<file path="config.mk">
export PLATFORM = sky130hd
export DESIGN_NAME = lsd_ctrl_flat
export DESIGN_NICKNAME = d
export VERILOG_FILES = /design/src/hw/lsd_link_if.sv /design/src/hw/lsd_ctrl.sv /design/src/flat_wrapper.sv
export VERILOG_INCLUDE_DIRS = /design/src /design/src/hw
export SDC_FILE = /design/constraint.sdc
export NUM_CORES = 1
export LEC_CHECK = 0
export ABC_AREA = 1
export BUFFER_PORTS_ARGS = -buffer_cell sky130_fd_sc_hd__buf_4
export CAP_MARGIN = 20
export CORE_ASPECT_RATIO = 0.8
export CORE_MARGIN = 3
export CORE_UTILIZATION = 56
export CTS_BUF_LIST = sky130_fd_sc_hd__clkbuf_8
export DETAILED_ROUTE_END_ITERATION = 7
export PLACE_DENSITY = 0.79
export SLEW_MARGIN = 20
export SYNTH_ARGS = -nofsm -noshare
export SYNTH_HDL_FRONTEND = slang
export SYNTH_SLANG_ARGS = --single-unit
</file>
<file path="constraint.sdc">
create_clock -name clk_sys -period 3.1 [get_ports clk_sys]
set_clock_uncertainty 0.1 [all_clocks]
set_input_delay 0.31 -clock clk_sys [delete_from_list [all_inputs] [get_ports clk_sys]]
set_output_delay 0.31 -clock clk_sys [all_outputs]
set_load 0.02 [all_outputs]
</file>
<file path="src/hw/lsd_params.svh">
`ifndef LSD_PARAMS_SVH
`define LSD_PARAMS_SVH
`define LSD_CLK_HZ 10000000
`define LSD_FILTER_TAU_NS 500000
`define LSD_FILTER_CYC ((`LSD_FILTER_TAU_NS / 100) > 0 ? (`LSD_FILTER_TAU_NS / 100) : 1)
`define LSD_SETTLE_NS 100000
`define LSD_SETTLE_CYC (`LSD_SETTLE_NS / 100)
`define LSD_RING_WINDOW_NS 50000000
`define LSD_RING_WINDOW_CYC (`LSD_RING_WINDOW_NS / 100)
`define LSD_OFFHOOK_THR 16'h01d1
`define LSD_ONHOOK_THR 16'h0195
`define LSD_GNDKEY_TRIG 16'h0014
`define LSD_GNDKEY_REL 16'h000a
`define LSD_OVERTEMP_C 16'h0096
`define LSD_ADDR_CTRL 4'h0
`define LSD_ADDR_STATUS 4'h1
`define LSD_ADDR_IRQ 4'h2
`define LSD_ADDR_MASK 4'h3
`define LSD_IRQ_FLAG_BIT 0
`define LSD_IRQ_TRIP_BIT 1
`define LSD_IRQ_OFFHOOK_BIT 2
`endif

</file>
<file path="src/hw/lsd_link_if.sv">
interface lsd_link_if;
  logic state_select_a;
  logic state_select_b;
  logic flag_enable_n;
  logic detector_choice;
  logic detect_flag_n;
  modport device (
    input state_select_a,
    input state_select_b,
    input flag_enable_n,
    input detector_choice,
    output detect_flag_n
  );
  modport ctrl (
    output state_select_a,
    output state_select_b,
    output flag_enable_n,
    output detector_choice,
    input detect_flag_n
  );
endinterface : lsd_link_if

</file>
<file path="src/hw/lsd_ctrl.sv">
// Chosen here: the address map and the plain strobed port.
`include "lsd_params.svh"
module lsd_ctrl #(
  parameter int FILTER_CYC = `LSD_FILTER_CYC,
  parameter int SETTLE_CYC = `LSD_SETTLE_CYC,
  parameter int RING_WINDOW_CYC = `LSD_RING_WINDOW_CYC
) (
  input wire logic clk_sys,
  input wire logic rst_n,
  lsd_link_if.ctrl link,
  input wire logic [3:0] addr,
  input wire logic [31:0] wdata,
  input wire logic wr,
  input wire logic rd,
  output logic [31:0] rdata,
  output logic irq,
  output logic ring_relay_cmd
);
  logic [3:0] ctrl_reg, ctrl_next;
  logic [2:0] irq_reg, irq_next, mask_reg, mask_next;
  logic [31:0] rdata_reg, rdata_next;
  logic irq_out_reg, irq_out_next;
  logic sync1_reg, sync2_reg;
  logic [31:0] filt_reg, filt_next, settle_reg, settle_next;
  logic [31:0] win_reg, win_next, low_reg, low_next;
  logic flag_reg, flag_next, offhook_reg, offhook_next;
  logic relay_reg, relay_next;
  logic valid;
  logic [2:0] ev;
  logic ctrl_wr, mask_wr, irq_rd, trip_seen;

  // Control word: [4] ring relay, [3:2] state selects, [1] flag enable low, [0] choice
  // Status word: [2] settled, [1] off-hook, [0] filtered flag, low when triggered
  // Event word: [0] flag moved, [1] ring trip, [2] off-hook began; a read clears it

  function automatic logic addr_is(input logic [3:0] a, input logic [3:0] want);
    return a == want;
  endfunction : addr_is

  // Only a ringing line may have its relay dropped by a trip
  function automatic logic is_ringing(input logic [3:0] c);
    return c[3:2] == 2'b10;
  endfunction : is_ringing

  // The flag comes from another chip, so nothing reads it before the second flop
  always_ff @(posedge clk_sys or negedge rst_n) begin
    if (!rst_n) begin
      sync1_reg <= 1'b1;
      sync2_reg <= 1'b1;
    end else begin
      sync1_reg <= link.detect_flag_n;
      sync2_reg <= sync1_reg;
    end
  end

  always_comb begin
    ctrl_wr = wr && addr_is(addr, `LSD_ADDR_CTRL);
    mask_wr = wr && addr_is(addr, `LSD_ADDR_MASK);
    irq_rd = rd && addr_is(addr, `LSD_ADDR_IRQ);
  end

  always_comb begin
    ctrl_next = ctrl_reg;
    mask_next = mask_reg;
    if (ctrl_wr) begin
      ctrl_next = wdata[3:0];
    end
    if (mask_wr) begin
      mask_next = wdata[2:0];
    end
  end

  // Reset leaves the line in standby with the flag enabled and ground key chosen
  always_ff @(posedge clk_sys or negedge rst_n) begin
    if (!rst_n) begin
      ctrl_reg <= 4'hc;
      mask_reg <= 3'h0;
    end else begin
      ctrl_reg <= ctrl_next;
      mask_reg <= mask_next;
    end
  end

  always_comb begin
    relay_next = relay_reg;
    if (ctrl_wr) begin
      relay_next = wdata[4];
    end
    // A trip drops the relay even if software rewrites it in the same cycle
    if (trip_seen) begin
      relay_next = 1'b0;
    end
  end

  always_ff @(posedge clk_sys or negedge rst_n) begin
    if (!rst_n) begin
      relay_reg <= 1'b0;
    end else begin
      relay_reg <= relay_next;
    end
  end

  always_comb begin
    settle_next = settle_reg;
    if (settle_reg != 32'h0) begin
      settle_next = settle_reg - 32'h1;
    end
    // Any control write restarts the quiet time, since the flag may glitch on reselect
    if (ctrl_wr) begin
      settle_next = 32'(SETTLE_CYC);
    end
  end

  always_ff @(posedge clk_sys or negedge rst_n) begin
    if (!rst_n) begin
      settle_reg <= 32'h0;
    end else begin
      settle_reg <= settle_next;
    end
  end

  always_comb begin
    valid = settle_reg == 32'h0;
    filt_next = 32'h0;
    flag_next = flag_reg;
    // Digital filter stands in for the external capacitor, at the cost of delay
    if (valid && sync2_reg != flag_reg) begin
      filt_next = filt_reg + 32'h1;
      if (filt_reg + 32'h1 >= FILTER_CYC) begin
        flag_next = sync2_reg;
        filt_next = 32'h0;
      end
    end
  end

  always_ff @(posedge clk_sys or negedge rst_n) begin
    if (!rst_n) begin
      filt_reg <= 32'h0;
      flag_reg <= 1'b1;
    end else begin
      filt_reg <= filt_next;
      flag_reg <= flag_next;
    end
  end

  always_comb begin
    win_next = win_reg + 32'h1;
    low_next = low_reg + {31'h0, ~sync2_reg & valid};
    offhook_next = offhook_reg;
    // The raw flag toggles with the ring voltage, so only a low majority counts
    if (win_reg + 32'h1 >= RING_WINDOW_CYC) begin
      offhook_next = (low_reg << 1) > RING_WINDOW_CYC;
      win_next = 32'h0;
      low_next = 32'h0;
    end
    trip_seen = offhook_next && !offhook_reg && is_ringing(ctrl_reg);
  end

  always_ff @(posedge clk_sys or negedge rst_n) begin
    if (!rst_n) begin
      win_reg <= 32'h0;
      low_reg <= 32'h0;
      offhook_reg <= 1'b0;
    end else begin
      win_reg <= win_next;
      low_reg <= low_next;
      offhook_reg <= offhook_next;
    end
  end

  always_comb begin
    ev = 3'h0;
    ev[`LSD_IRQ_FLAG_BIT] = flag_next != flag_reg;
    ev[`LSD_IRQ_TRIP_BIT] = trip_seen;
    ev[`LSD_IRQ_OFFHOOK_BIT] = offhook_next && !offhook_reg;
    irq_next = irq_reg | ev;
    if (irq_rd) begin
      irq_next = ev; // Set wins over read clear
    end
    irq_out_next = |(irq_next & mask_next);
  end

  always_ff @(posedge clk_sys or negedge rst_n) begin
    if (!rst_n) begin
      irq_reg <= 3'h0;
      irq_out_reg <= 1'b0;
    end else begin
      irq_reg <= irq_next;
      irq_out_reg <= irq_out_next;
    end
  end

  always_comb begin
    rdata_next = 32'h0;
    if (rd) begin
      unique case (addr)
        `LSD_ADDR_CTRL: rdata_next = {27'h0, relay_reg, ctrl_reg};
        `LSD_ADDR_STATUS: rdata_next = {29'h0, valid, offhook_reg, flag_reg};
        `LSD_ADDR_IRQ: rdata_next = {29'h0, irq_reg};
        `LSD_ADDR_MASK: rdata_next = {29'h0, mask_reg};
        default: rdata_next = 32'h0;
      endcase
    end
  end

  always_ff @(posedge clk_sys or negedge rst_n) begin
    if (!rst_n) begin
      rdata_reg <= 32'h0;
    end else begin
      rdata_reg <= rdata_next;
    end
  end

  // ctrl bits: [3]=state_select_a [2]=state_select_b [1]=flag_enable_n [0]=detector_choice
  assign link.state_select_a = ctrl_reg[3];
  assign link.state_select_b = ctrl_reg[2];
  assign link.flag_enable_n = ctrl_reg[1];
  assign link.detector_choice = ctrl_reg[0];
  assign rdata = rdata_reg;
  assign irq = irq_out_reg;
  assign ring_relay_cmd = relay_reg;
endmodule : lsd_ctrl

</file>
<file path="src/flat_wrapper.sv">
// flat-port wrapper written by rule: the top's interface ports become plain ports
module lsd_ctrl_flat 
#(
  parameter int FILTER_CYC = `LSD_FILTER_CYC,
  parameter int SETTLE_CYC = `LSD_SETTLE_CYC,
  parameter int RING_WINDOW_CYC = `LSD_RING_WINDOW_CYC
)
  (clk_sys, rst_n, addr, wdata, wr, rd, rdata, irq, ring_relay_cmd, link_state_select_a, link_state_select_b, link_flag_enable_n, link_detector_choice, link_detect_flag_n);
  lsd_link_if link_i ();
  input wire logic clk_sys;
  input wire logic rst_n;
  input wire logic [3:0] addr;
  input wire logic [31:0] wdata;
  input wire logic wr;
  input wire logic rd;
  output logic [31:0] rdata;
  output logic irq;
  output logic ring_relay_cmd;
  output wire logic [$bits(link_i.state_select_a)-1:0] link_state_select_a;
  output wire logic [$bits(link_i.state_select_b)-1:0] link_state_select_b;
  output wire logic [$bits(link_i.flag_enable_n)-1:0] link_flag_enable_n;
  output wire logic [$bits(link_i.detector_choice)-1:0] link_detector_choice;
  input wire logic [$bits(link_i.detect_flag_n)-1:0] link_detect_flag_n;
  assign link_state_select_a = link_i.state_select_a;
  assign link_state_select_b = link_i.state_select_b;
  assign link_flag_enable_n = link_i.flag_enable_n;
  assign link_detector_choice = link_i.detector_choice;
  assign link_i.detect_flag_n = link_detect_flag_n;
  lsd_ctrl #(.FILTER_CYC(FILTER_CYC), .SETTLE_CYC(SETTLE_CYC), .RING_WINDOW_CYC(RING_WINDOW_CYC)) u_core (.clk_sys(clk_sys), .rst_n(rst_n), .link(link_i), .addr(addr), .wdata(wdata), .wr(wr), .rd(rd), .rdata(rdata), .irq(irq), .ring_relay_cmd(ring_relay_cmd));
endmodule
</file>
==> metrics.md <==
| Metric | Value |
|---|---|
| Clock tree from TritonCTS | yes |
| Crit-path leading delay family | simple AND/OR/NAND/NOR gates |
| Number of pins exceeding their max-slew limit in the final report | 0 |
| Maximum level of the CTS H-tree | 4 |
| Total number of yosys warnings | 0 |
| Vias | 7815 |
| Worst setup SP type | register |
| Crit. Startpoint | u_core.settle_reg[29] |
| Clock buffer depth | 2 |
| Overall global routing resource usage | 26.43% |
| Net switching power of the design | 1498 µW |
| ANT nets after route | 0 |
| DIE HEIGHT | 116.5 µm |
| Power per cell area | 482.2 nW/µm² |
| Placeable Area | 14590 µm² |
| Area grow syn2layout | 20.49% |
| Slew of the pin with the lowest slew margin | 692.2 ps |
| Pre-CTS setup slack | -356.2 ps |
| Crit Path Max Fanout | 5 |
| Drt initial violations | 696 |
| Final cell count without fillers | 1512 |
| Cell count after synthesis | 1157 |
| Final standard cell utilization of the core | 70.59% |
| Final worst-path cycle share | 104.0% |
| Pin count of the biggest net entering global routing | 68 |
| Required time worst endpoint | 3360 ps |
| Pleak | 0.004614 µW |
| Footprint of the multi-input gates | 4472 µm² |
| R2r setup slk | -120 ps |
| Weighted congestion reported at the end of routability-driven placement | 0.9556 |
| Cell row count | 39 |
| Total Neg Setup Slack | -430.8 ps |
| Clock period minus worst slack | 3224 ps |
| Area occupied by registers | 3710 µm² |
| Clock latency at the later pin of the worst-skew pair | 470 ps |
| Proportion of layout cells with a drive suffix above 1 | 17.92% |
| Worst rel slew slack | 53.42% |
| Initial cell density of the core | 58.59% |
| Number of failing hold endpoints at the final stage | 0 |
| Number of different library cells in the post-synthesis netlist | 44 |
| Stage delay of the slowest cell on the critical path | 400 ps |
| DR WL/cell | 14.25 µm |
| Die outline area | 16790 µm² |
| Most used cells in the layout excluding fill and tap cells | 304 x nand2_1, 195 x nor2_1, 143 x dfrtp_1, 127 x inv_1, 111 x buf_4 |
| Number of inserted filler cells in the final layout | 1161 |
| Last element of the critical path | u_core.low_reg[28] |
| Internal power consumption | 3469 µW |
| Combinational share of power | 21.3% |
| Io pins | 79 |
| Vias per cell | 5.169 |
| RSZ-0062 raised after global routing | yes |
| Critical path arrival | 3490 ps |
| Cells traversed along the worst timing path | inv_2 -> nand2_2 -> nor4_4 -> nand2_1 -> nor2_2 -> inv_2 -> nor2_4 -> ha_4 -> ha_4 -> nand2_4 -> nor2_4 -> nand2_2 -> nor2_4 -> nand3_2 -> nor3_2 -> nand2_1 -> nor2_2 -> nand3_2 -> inv_2 -> nand3_4 -> nor2_4 -> inv_1 -> o21ai_1 -> nor2_1 |
| Depth of the worst register-to-register path | 24 |
| Worst reg2reg path endpoint | u_core.low_reg[28] |
| Crit Path Class | register to register |
| Mean area per synthesized cell | 7.388 µm² |
| Detail Placement HPWL | 15360 µm |
| Sequential fraction of design power | 44.3% |
| Number of buffers added by the clock tree synthesis step | 17 |
| Hold Slack | 46.34 ps |
| Setup violators final | 8 |
| Status | finished, violations left |
| Number of cells on the critical path | 24 |
| Crit end category | register |
| Count of clock tree sinks | 148 |
| Highest achievable clock rate | 310.2 MHz |
| Horizontal extent of the die | 144.1 µm |
| Number of antenna violations at the first check in global routing | 0 |
| Clk root buf | clkbuf_8 |
| Final net count | 1361 |
| Proportion of synthesized chip area in sequential cells | 43.40% |
| Antenna diodes | 0 |
| Crit path buf inv count | 4 |
| Clock-pin transition on the worst setup and hold timing paths | 90 ps |
| Violations in the final reports | negative setup slack |
| Part of the power in the clock network | 34.3% |
| Maximum resistive drop on vdd | 299.4 µV |
| Post-detailed-route DRC marker count | 0 |
| Number of global-route vias before repair | 7259 |
| Total standard cell area after synthesis | 8548 µm² |
| Number of placed instances with taps included | 1455 |
| Reg-to-reg startpoint | u_core.settle_reg[29] |
| Max-capacitance violation count | 0 |
| Setup slack of the critical path after layout | -123.7 ps |
| Drt pass-1 iters | 7 |
| Number of port buffers | 24 |
| Path class of the lowest-slack min-delay path | input port to register |
| Most common cell after layout, fill and taps aside | nand2_1 |
| Top cell by count, worst path | nor2_4 |
| Switching Fraction | 30.16% |
| Worst path slowest cell | dfrtp_1 |
| Global-route wire length before repair | 35080 µm |
| Sum of routed wire length over all layers | 21540 µm |
| Yosys reg bits | 148 |
| Remaining Overflow, GRT | 0 |
## worst min-delay path by stage
stage	end	slack (ps)	cells past startpoint	startpoint
2_1_floorplan	u_core.ctrl_reg[0]	-90	0	rst_n
3_3_place_gp	u_core.filt_reg[26]	240	1	rst_n
3_5_place_dp	u_core.filt_reg[0]	250	1	rst_n
4_1_cts	u_core.rdata[3]	20	3	rd
5_1_grt	u_core.rdata[3]	8	3	rd
6_report	u_core.rdata[3]	50	3	rd
## worst register-to-register path, cell delays in order (launching register included)
cell and delay (ps):
dfrtp_1 400, inv_2 70, nand2_2 70, nor4_4 280, nand2_1 140, nor2_2 160
inv_2 70, nor2_4 110, ha_4 160, ha_4 140, nand2_4 60, nor2_4 100
nand2_2 80, nor2_4 100, nand3_2 80, nor3_2 110, nand2_1 90, nor2_2 130
nand3_2 100, inv_2 100, nand3_4 80, nor2_4 170, inv_1 70, o21ai_1 120
nor2_1 50
## metrics by stage
stage / total power (µW) / instance area (µm²)
2_1_floorplan: 2749 / 8793
3_5_place_dp: 3202 / 9485
4_1_cts: 4945 / 10180
5_1_grt: 5188 / 10300
3_3_place_gp: 3179 / 9485
6_report: 4966 / 10300
## what timing repair did
action                     in CTS  in global routing
setup endpoints to repair      15                 20
hold endpoints to repair       66                  0
pin swaps                       3                  1
hold buffers                    4                  0
gates resized for setup        27                 19
setup buffers                  15                  6
## per-layer routing
metal / GRT usage (%) / routed length (µm) / vias up
met4: 7.085 / 302 / 0
met5: 0 / 0 / -
met2: 40.95 / 9706 / 224
met3: 4.871 / 1337 / 28
met1: 38.65 / 10190 / 3676
li1: - / - / 3887
## power by group through the flow
| stage | combinational (µW) | clock, µW | sequential (µW) |
|---|---|---|---|
| finish | 1060 | 1710 | 2200 |
| global route | 1150 | 1820 | 2220 |
| CTS | 1010 | 1740 | 2200 |
| detailed placement | 969 | 0 | 2230 |
| global placement | 954 | 0 | 2220 |
| floorplan | 490 | 0 | 2260 |
## cells by family after synthesis
group           after synthesis  synth area share (%)
xor+xnor                     52                 5.328
compound gates               63                 4.332
other cells                   1               0.04387
fa+ha+maj                     5                0.7319
flops                       148                 43.40
buf+inv                     175                 9.192
simple gates                713                 36.97
## Yosys cell counts, drive strengths merged
library cell / number / area, µm²
nand3b: 8 / 60.06
or2: 10 / 62.56
conb: 1 / 3.750
a221oi: 1 / 8.760
inv: 136 / 510.5
nand2: 316 / 1199
dfrtp: 143 / 3578
o21ai: 25 / 125.1
o211ai: 2 / 15.01
nor3b: 4 / 35.03
nand3: 63 / 330.3
nor3: 53 / 315.3
nor4: 13 / 87.58
a22o: 1 / 8.760
a31oi: 4 / 25.02
a41oi: 2 / 17.52
o21a: 1 / 7.510
clkinv: 1 / 3.750
o21bai: 1 / 7.510
ha: 5 / 62.56
and3: 2 / 12.51
nand4: 20 / 125.1
xnor2: 15 / 131.4
clkbuf: 4 / 15.01
o211a: 1 / 10.01
buf: 34 / 256.5
a211oi: 4 / 40.03
nor2: 224 / 933.4
dfstp: 5 / 131.4
a21oi: 21 / 105.1
xor2: 37 / 324.1
## final cells by class
type | instances | area share, %
clock buffer | 18 | 2.405
clock inverter | 14 | 1.931
inverter | 137 | 4.993
multi-input combinational | 892 | 43.42
sequential | 148 | 36.02
tap | 184 | 2.235
timing repair buffer | 119 | 9.001
Power figures use the tool's default switching activity.
